## src/pkg/lrs_map.vh

```
// Constants for the LCD RAM access and scroll command block
`ifndef LRS_MAP_VH
`define LRS_MAP_VH
// Times in ns at a 270 kHz oscillator
`define LRS_T_LONG_NS 1530000
`define LRS_T_SHORT_NS 39000
`define LRS_T_DATA_NS 43000
`define LRS_CLK_NS 25
`define LRS_SPACE_CODE 8'h20
`define LRS_AC_ZERO 7'h00
`define LRS_SQ_MAX 6'h30
`define LRS_DD_DEPTH 128
`define LRS_CG_DEPTH 64
`define LRS_SEG_DEPTH 16
`define LRS_SEL_DD 2'h0
`define LRS_SEL_CG 2'h1
`define LRS_SEL_SEG 2'h2
`endif

```

## src/rtl/lrs_cmd.v

```verilog
// Instruction decoder and RAM access path of a character LCD controller
`timescale 1ns/10ps
`include "lrs_map.vh"
// Operation
// - Extended select set, top bit one: write takes a 6-bit scroll quantity.
// - Quantity zero no shift, 1-47 that many dots, upper bits both one 48.
// - Status read returns busy flag on bit 7, address counter below.
// - Data write stores the byte in the RAM chosen by last address set.
// - After a data write the address counter steps by one per entry mode.
// - Data read returns the prefetched output data register.
// - Cursor shift during display RAM access reloads the output data register.
// - After a data read the address counter steps by one per entry mode.
// - After a write the counter points onward; written data needs a read.
// - Clear fills display RAM with spaces, zeroes counter, within the long time.
// - Home zeroes counter and display shift, keeps display RAM.
// - Entry mode latches step direction and shift-on-write bits.
// - Basic code 0x08-0x0F sets display, cursor and blink enables.
// - Extended code 0x08-0x0F sets font width, cursor inversion, four lines.
// - Basic code 0x10-0x1F shifts display or cursor right or left.
// - Extended select from function set routes the shared codes.
// - Four line enables choose which lines the dot scroll applies to.
// - In 4-bit mode each transfer is two consecutive nibbles.
module lrs_cmd #(
  parameter integer T_LONG_CYC = (`LRS_T_LONG_NS + `LRS_CLK_NS - 1) / `LRS_CLK_NS,
  parameter integer T_SHORT_CYC = (`LRS_T_SHORT_NS + `LRS_CLK_NS - 1) / `LRS_CLK_NS,
  parameter integer T_DATA_CYC = (`LRS_T_DATA_NS + `LRS_CLK_NS - 1) / `LRS_CLK_NS
) (
  input wire i_clk,
  input wire i_nrst,
  input wire i_strobe,
  input wire i_register_select,
  input wire i_read,
  input wire [7:0] i_data,
  output reg [7:0] o_data,
  output reg o_busy_flag,
  output reg [6:0] o_address_counter,
  output reg o_extended_select,
  output reg o_bus_width_select,
  output reg o_increment,
  output reg o_shift_on_write,
  output reg o_display_on,
  output reg o_cursor_on,
  output reg o_blink_on,
  output reg o_font_width,
  output reg o_cursor_inversion,
  output reg o_four_line_mode,
  output reg [3:0] o_line_scroll_enable,
  output reg [5:0] o_scroll_dots,
  output reg [6:0] o_display_shift
);
  // -----------------------------------------------------------------
  // Storage and state
  // -----------------------------------------------------------------
  localparam [2:0] ST_IDLE = 3'b001;
  localparam [2:0] ST_CLEAR = 3'b010;
  localparam [2:0] ST_WAIT = 3'b100;
  reg [7:0] dd_ram [0:`LRS_DD_DEPTH-1];
  reg [7:0] cg_ram [0:`LRS_CG_DEPTH-1];
  reg [7:0] seg_ram [0:`LRS_SEG_DEPTH-1];
  reg [2:0] state;
  reg [21:0] busy_cnt;
  reg [1:0] ram_sel;
  reg [6:0] clr_idx;
  reg nib_hi;
  reg [3:0] nib_save;
  reg [7:0] next_data;
  reg prefetch;
  reg [7:0] out_data;
  wire [7:0] byte_in;
  wire byte_ok;
  wire [6:0] ac_step;
  reg [7:0] ram_rd;
  assign byte_in = o_bus_width_select ? i_data : {nib_save, i_data[7:4]};
  assign byte_ok = i_strobe & (o_bus_width_select | nib_hi);
  assign ac_step = o_increment ? o_address_counter + 7'h01 : o_address_counter - 7'h01;

  always @* begin
    case (ram_sel)
      `LRS_SEL_CG: ram_rd = cg_ram[o_address_counter[5:0]];
      `LRS_SEL_SEG: ram_rd = seg_ram[o_address_counter[3:0]];
      default: ram_rd = dd_ram[o_address_counter];
    endcase
  end

  // Display RAM, space fill during clear
  genvar gi;
  generate
    for (gi = 0; gi < `LRS_DD_DEPTH; gi = gi + 1) begin : g_dd
      always @(posedge i_clk) begin
        if (state == ST_CLEAR && clr_idx == gi)
          dd_ram[gi] <= `LRS_SPACE_CODE;
        else if (state == ST_IDLE && byte_ok && i_register_select && !i_read &&
                 ram_sel == `LRS_SEL_DD && o_address_counter == gi)
          dd_ram[gi] <= byte_in;
      end
    end
  endgenerate

  always @(posedge i_clk) begin
    if (state == ST_IDLE && byte_ok && i_register_select && !i_read) begin
      if (ram_sel == `LRS_SEL_CG)
        cg_ram[o_address_counter[5:0]] <= byte_in;
      if (ram_sel == `LRS_SEL_SEG)
        seg_ram[o_address_counter[3:0]] <= byte_in;
    end
  end

  // Read data mux for status and data reads
  always @* begin
    next_data = out_data;
    if (!i_register_select)
      next_data = {o_busy_flag, o_address_counter};
  end

  // -----------------------------------------------------------------
  // Decoder
  // -----------------------------------------------------------------
  always @(posedge i_clk or negedge i_nrst) begin
    if (!i_nrst) begin
      state <= ST_IDLE;
      busy_cnt <= 22'h00_0000;
      ram_sel <= `LRS_SEL_DD;
      clr_idx <= 7'h00;
      nib_hi <= 1'b0;
      nib_save <= 4'h0;
      prefetch <= 1'b0;
      out_data <= 8'h00;
      o_data <= 8'h00;
      o_busy_flag <= 1'b0;
      o_address_counter <= `LRS_AC_ZERO;
      o_extended_select <= 1'b0;
      o_bus_width_select <= 1'b1;
      o_increment <= 1'b1;
      o_shift_on_write <= 1'b0;
      o_display_on <= 1'b0;
      o_cursor_on <= 1'b0;
      o_blink_on <= 1'b0;
      o_font_width <= 1'b0;
      o_cursor_inversion <= 1'b0;
      o_four_line_mode <= 1'b0;
      o_line_scroll_enable <= 4'h0;
      o_scroll_dots <= 6'h00;
      o_display_shift <= 7'h00;
    end else begin
      prefetch <= 1'b0;
      // Status reads leave the prefetched byte intact
      if (prefetch)
        out_data <= ram_rd;
      if (i_strobe && !o_bus_width_select) begin
        nib_hi <= ~nib_hi;
        nib_save <= i_data[7:4];
      end
      // Data read answers from the output data register
      if (i_strobe && i_read && (!i_register_select || (state == ST_IDLE && byte_ok)))
        o_data <= next_data;
      case (state)
        ST_IDLE: begin
          if (byte_ok && i_register_select) begin
            o_busy_flag <= 1'b1;
            busy_cnt <= T_DATA_CYC[21:0];
            state <= ST_WAIT;
            o_address_counter <= ac_step;
            // Prefetched register answers, refill after step
            prefetch <= 1'b1;
            if (!i_read && o_shift_on_write && ram_sel == `LRS_SEL_DD)
              o_display_shift <= o_increment ? o_display_shift - 7'h01
                                             : o_display_shift + 7'h01;
          end else if (byte_ok && !i_read) begin
            o_busy_flag <= 1'b1;
            busy_cnt <= T_SHORT_CYC[21:0];
            state <= ST_WAIT;
            if (byte_in[7]) begin
              if (o_extended_select) begin
                o_scroll_dots <= (byte_in[5:4] == 2'b11) ? `LRS_SQ_MAX : byte_in[5:0];
              end else begin
                ram_sel <= `LRS_SEL_DD;
                o_address_counter <= byte_in[6:0];
                prefetch <= 1'b1;
              end
            end else if (byte_in[6]) begin
              ram_sel <= o_extended_select ? `LRS_SEL_SEG : `LRS_SEL_CG;
              o_address_counter <= o_extended_select ? {3'h0, byte_in[3:0]}
                                                     : {1'b0, byte_in[5:0]};
              prefetch <= 1'b1;
            end else if (byte_in[5]) begin
              o_bus_width_select <= byte_in[4];
              o_extended_select <= byte_in[2];
              nib_hi <= 1'b0;
            end else if (byte_in[4]) begin
              if (o_extended_select) begin
                o_line_scroll_enable <= byte_in[3:0];
              end else if (byte_in[3]) begin
                o_display_shift <= byte_in[2] ? o_display_shift + 7'h01
                                              : o_display_shift - 7'h01;
              end else begin
                o_address_counter <= byte_in[2] ? o_address_counter + 7'h01
                                                : o_address_counter - 7'h01;
                prefetch <= 1'b1;
              end
            end else if (byte_in[3]) begin
              if (o_extended_select) begin
                o_font_width <= byte_in[2];
                o_cursor_inversion <= byte_in[1];
                o_four_line_mode <= byte_in[0];
              end else begin
                o_display_on <= byte_in[2];
                o_cursor_on <= byte_in[1];
                o_blink_on <= byte_in[0];
              end
            end else if (byte_in[2]) begin
              o_increment <= byte_in[1];
              o_shift_on_write <= byte_in[0];
            end else if (byte_in[1]) begin
              busy_cnt <= T_LONG_CYC[21:0];
              o_address_counter <= `LRS_AC_ZERO;
              o_display_shift <= 7'h00;
              ram_sel <= `LRS_SEL_DD;
            end else if (byte_in[0]) begin
              busy_cnt <= T_LONG_CYC[21:0];
              o_address_counter <= `LRS_AC_ZERO;
              o_display_shift <= 7'h00;
              o_increment <= 1'b1;
              ram_sel <= `LRS_SEL_DD;
              clr_idx <= 7'h00;
              state <= ST_CLEAR;
            end
          end
        end
        ST_CLEAR: begin
          busy_cnt <= busy_cnt - 22'h00_0001;
          clr_idx <= clr_idx + 7'h01;
          if (clr_idx == `LRS_DD_DEPTH - 1)
            state <= ST_WAIT;
        end
        ST_WAIT: begin
          if (busy_cnt <= 22'h00_0001) begin
            o_busy_flag <= 1'b0;
            state <= ST_IDLE;
          end else begin
            busy_cnt <= busy_cnt - 22'h00_0001;
          end
        end
        default: state <= ST_IDLE;
      endcase
    end
  end
endmodule // lrs_cmd

```

## config.mk

```make
export PLATFORM = sky130hd
export DESIGN_NAME = lrs_cmd
export DESIGN_NICKNAME = d
export VERILOG_FILES = /design/src/rtl/lrs_cmd.v
export VERILOG_INCLUDE_DIRS = /design/src /design/src/pkg
export SDC_FILE = /design/constraint.sdc
export NUM_CORES = 2
export LEC_CHECK = 0
export ABC_AREA = 1
export BUFFER_PORTS_ARGS = -buffer_cell sky130_fd_sc_hd__buf_2
export CORE_MARGIN = 5
export CORE_UTILIZATION = 40
export CTS_CLUSTER_DIAMETER = 120
export CTS_CLUSTER_SIZE = 25
export DETAILED_ROUTE_END_ITERATION = 8
export HOLD_SLACK_MARGIN = 0.05
export SLEW_MARGIN = 30
export SYNTH_ARGS = -nofsm -noshare
export SYNTH_HDL_FRONTEND = slang
export SYNTH_SLANG_ARGS = --single-unit
```

## constraint.sdc

```tcl
create_clock -name i_clk -period 3.97 [get_ports i_clk]
set_input_delay 0.794 -clock i_clk [delete_from_list [all_inputs] [get_ports i_clk]]
set_output_delay 0.794 -clock i_clk [all_outputs]
set_load 0.05 [all_outputs]
```

==> impl_results.md <==
- Status: finished, final reports clean
- I/O pin count: 56
- Detailed-route DRC error count: 0
- Count of H-tree levels built during CTS: 3
- Post-route ant nets: 0
- Kind of critical path: register to register
- Top fanout value on the critical path: 19
- Largest net degree at the start of global routing: 129
- Kind of capture point of the worst setup path: register
- Overall die width: 458 um
- Post-detailed-route wirelength per cell: 22.2 um
- Post-Route Setup TNS: 0 ps
- Post-Syn Area: 80,500 sq um
- Portion of netlist area occupied by mux cells: 0.0280%
- Critical Path Source Type: register
- Number of vias per cell after detailed routing: 5.30
- DRC violation total after the first TritonRoute iteration: 6,586
- Clock buffer count from CTS: 80
- Seq cells post-synth: 1,755
- Global router's overall resource usage: 22.5%
- Floorplan Core Area: 200,000 sq um
- Insertion delay of the later-clocked pin in the worst-skew pair: 750 ps
- Number of setup violations in the final report: 0
- Top cell type's share of synthesized area: 62.1%
- Leakage: 33.7 nW
- Antenna violations before repair: 5
- Sequential area share after synthesis: 64.9%
- Port Buffers: 55
- Fin nets: 8,267
- Post-CTS Hold Fix Bufs: 0
- Placer congestion estimate: 0.924
- Detailed-route via count: 57,908
- Worst relative slew slack: 29.8%
- Number of gates resized after CTS: 0
- Layout area overhead: 7.93%
- DRT Pass-1 Iters: 7
- Cell types with the largest area share after synthesis: sky130_fd_sc_hd__edfxtp_1 (62%), sky130_fd_sc_hd__nor2_1 (8.3%), sky130_fd_sc_hd__nand2_1 (7.5%), sky130_fd_sc_hd__inv_1 (4.1%), sky130_fd_sc_hd__o21ai_0 (3.9%)
- Initial core utilization: 40.3%
- Share of the clock period used by the worst path after layout: 92.5%
- Number of buffers on the longest clock path: 3
- Global-route wire length before repair: 358,000 um
- Distinct cell type count after synthesis: 45
- Share of the synthesized area in compound gates (AO/OA/AOI/OAI): 6.59%
- Clock slew seen by the registers of the worst setup and hold paths: 110 ps
- Via count of the first global-routing pass: 55,195
- CTS Sinks: 1,755
- Net count after synthesis: 8,328
- Max_cap viols: 0
- Cell type with the highest aggregate area in the netlist: sky130_fd_sc_hd__edfxtp_1
- Combined flip-flop and latch cell area: 52,300 sq um
- Power per unit of standard cell area: 607 nW/um^2
- Worst EP required: 4600 ps
- Basic-gate share of the synthesized area counting and, or, nand and nor cells: 20.7%
- GRT overflow: 0
- Final HPWL from detailed placement: 153,000 um
- Leading cell type in the layout, fill and taps excluded: sky130_fd_sc_hd__nor2_1
- Final number of max-transition violations: 0
- Clock period minus final worst setup slack: 3670 ps
- Post-CTS setup buffer count: 0
- Largest family of logic cells by synthesized area: simple AND/OR/NAND/NOR gates
- Row cnt: 164
- Count of fill cells added during filler insertion: 19,240
- Data arrival, critical path: 4310 ps
- Post-synthesis average cell area: 9.69 sq um
- Total Die Area: 210,000 sq um
- Setup WS pre-CTS: 286 ps
- Clock tree from TritonCTS: done
- Slew @ Worst Pin: 1050 ps
- Die Y: 458 um
- Total wirelength of the detailed-routed design: 243,000 um
- Worst Skew: 44.3 ps
- Maximum clock rate: 0.272 GHz
- Share of final-layout standard cells stronger than drive strength 1: 9.11%
- Synth warn: 0
- Hold/Removal Path Class: input pin to async pin
- Final Hold Vio Count: 0
- Multi-input combinational cell area: 22,600 sq um
- Xor/xnor cell area share of the yosys netlist: 0.370%
- Highest-count cells in the layout ignoring fill and taps: sky130_fd_sc_hd__nor2_1 (1,774), sky130_fd_sc_hd__edfxtp_1 (1,664), sky130_fd_sc_hd__nand2_1 (1,613), sky130_fd_sc_hd__inv_1 (874), sky130_fd_sc_hd__o21ai_0 (506)
- Adder and majority gate portion of the synthesized area: 0.249%
- Fin worst setup slack: 297 ps
- Maximum vdd ir drop: 0.887 mV
- Clock root buffer: sky130_fd_sc_hd__clkbuf_16
- Synthesized instance count: 8,299
- Setup repair after global routing missed its margin: false
-- layout make-up --
class | instances | area share [%]
Clock buffer | 113 | 2.51
Tap cell | 2656 | 3.83
Antenna cell | 2 | 0.00576
Sequential cell | 1755 | 60.2
Inverter | 984 | 4.29
Timing Repair Buffer | 311 | 3.06
Multi-Input combinational cell | 5106 | 26.0
Clock inverter | 5 | 0.0922
-- power breakdown --
group          switching, mW  leakage (nW)  internal, mW  total (mW)
Clock                   5.81          1.09          3.94        9.75
Sequential             0.574          16.2          21.3        21.8
Combinational           16.3          16.4          4.80        21.1
-- per-stage QoR --
step	hold slack, ps	utilization (%)	cell area [sq um]	total power [mW]	cells
2_1_floorplan	449	-	80500	34.2	8299
3_3_place_gp	462	42.3	84500	42.9	10810
3_5_place_dp	468	42.3	84600	43.1	10812
4_1_cts	134	43.4	86800	52.6	10930
5_1_grt	53.0	43.4	86800	54.9	10931
6_report	35.1	43.4	86800	52.7	10932
-- sequential cells by signal (all words and copies together) (netlist names), 2 cells and up --
register,count
cg_ram,512
seg_ram,128
o_address_counter,7
state,3
o_line_scroll_enable,4
o_data,8
busy_cnt,22
nib_save,4
o_scroll_dots,6
clr_idx,7
ram_sel,2
o_display_shift,7
out_data,8
dd_ram,1024
-- layer usage --
layer	up-vias	share of wire, %	global-route usage [%]
met3	434	7.6	3.17
li1	26917	-	-
met1	28095	40	30.2
met4	2	4.5	8.62
met2	2460	47	37.2
met5	-	0.0049	0
-- logic make-up after synthesis --
logic type                 after synthesis
buffers and inverters                 1438
DFF                                   1755
xor gates and xnor gates                34
and+or+nand+nor                       4104
muxes                                    2
adders and majority gates               16
AOI/OAI and AO/OA                      950
-- synthesized netlist by cell type, drive strengths merged --
| master | n |
|---|---|
| dfstp | 3 |
| o32ai | 1 |
| o22a | 2 |
| edfxtp | 1664 |
| nand3b | 3 |
| buf | 242 |
| nand2 | 1619 |
| a41oi | 1 |
| nor3 | 18 |
| inv | 980 |
| o21a | 2 |
| o41ai | 1 |
| xor2 | 25 |
| or2 | 121 |
| o31ai | 26 |
| nor4 | 7 |
| clkbuf | 212 |
| ha | 16 |
| nor3b | 2 |
| o221ai | 3 |
| a22oi | 5 |
| o211ai | 154 |
| nand3 | 417 |
| dfrtp | 88 |
| o311ai | 1 |
| o21ai | 673 |
| xnor2 | 9 |
| o22ai | 7 |
| mux2 | 2 |
| a21oi | 59 |
| clkinv | 4 |
| nor2 | 1878 |
| a31oi | 15 |
| nand4 | 39 |
-- worst paths after layout --
check	from	to	slack (ps)	cells past startpoint
min in group i_clk	i_data[5]	nib_save[1]	350	3
max in group asynchronous	i_nrst	state[0]	3150	2
hold reg to reg	o_scroll_dots[2]	o_scroll_dots[2]	500	2
hold / removal	i_nrst	o_font_width	40	1
setup / recovery	o_address_counter[2]	out_data[3]	300	15
setup reg to reg	o_address_counter[2]	out_data[3]	300	15
-- critical path: stages, from the launching register on --
cell and delay [ps]:
sky130_fd_sc_hd__dfrtp_1 730, sky130_fd_sc_hd__inv_1 290, sky130_fd_sc_hd__nand2_4 410, sky130_fd_sc_hd__buf_4 270
sky130_fd_sc_hd__nor2_1 60, sky130_fd_sc_hd__o21ai_0 100, sky130_fd_sc_hd__nand2_1 70, sky130_fd_sc_hd__o21ai_0 420
sky130_fd_sc_hd__buf_4 240, sky130_fd_sc_hd__nand2_1 50, sky130_fd_sc_hd__nor2_1 380, sky130_fd_sc_hd__nand3_1 140
sky130_fd_sc_hd__nand3_1 160, sky130_fd_sc_hd__nand2_1 80, sky130_fd_sc_hd__nand2_1 60, sky130_fd_sc_hd__nand2_1 60
Note: power is estimated with default switching activity, not from simulation.
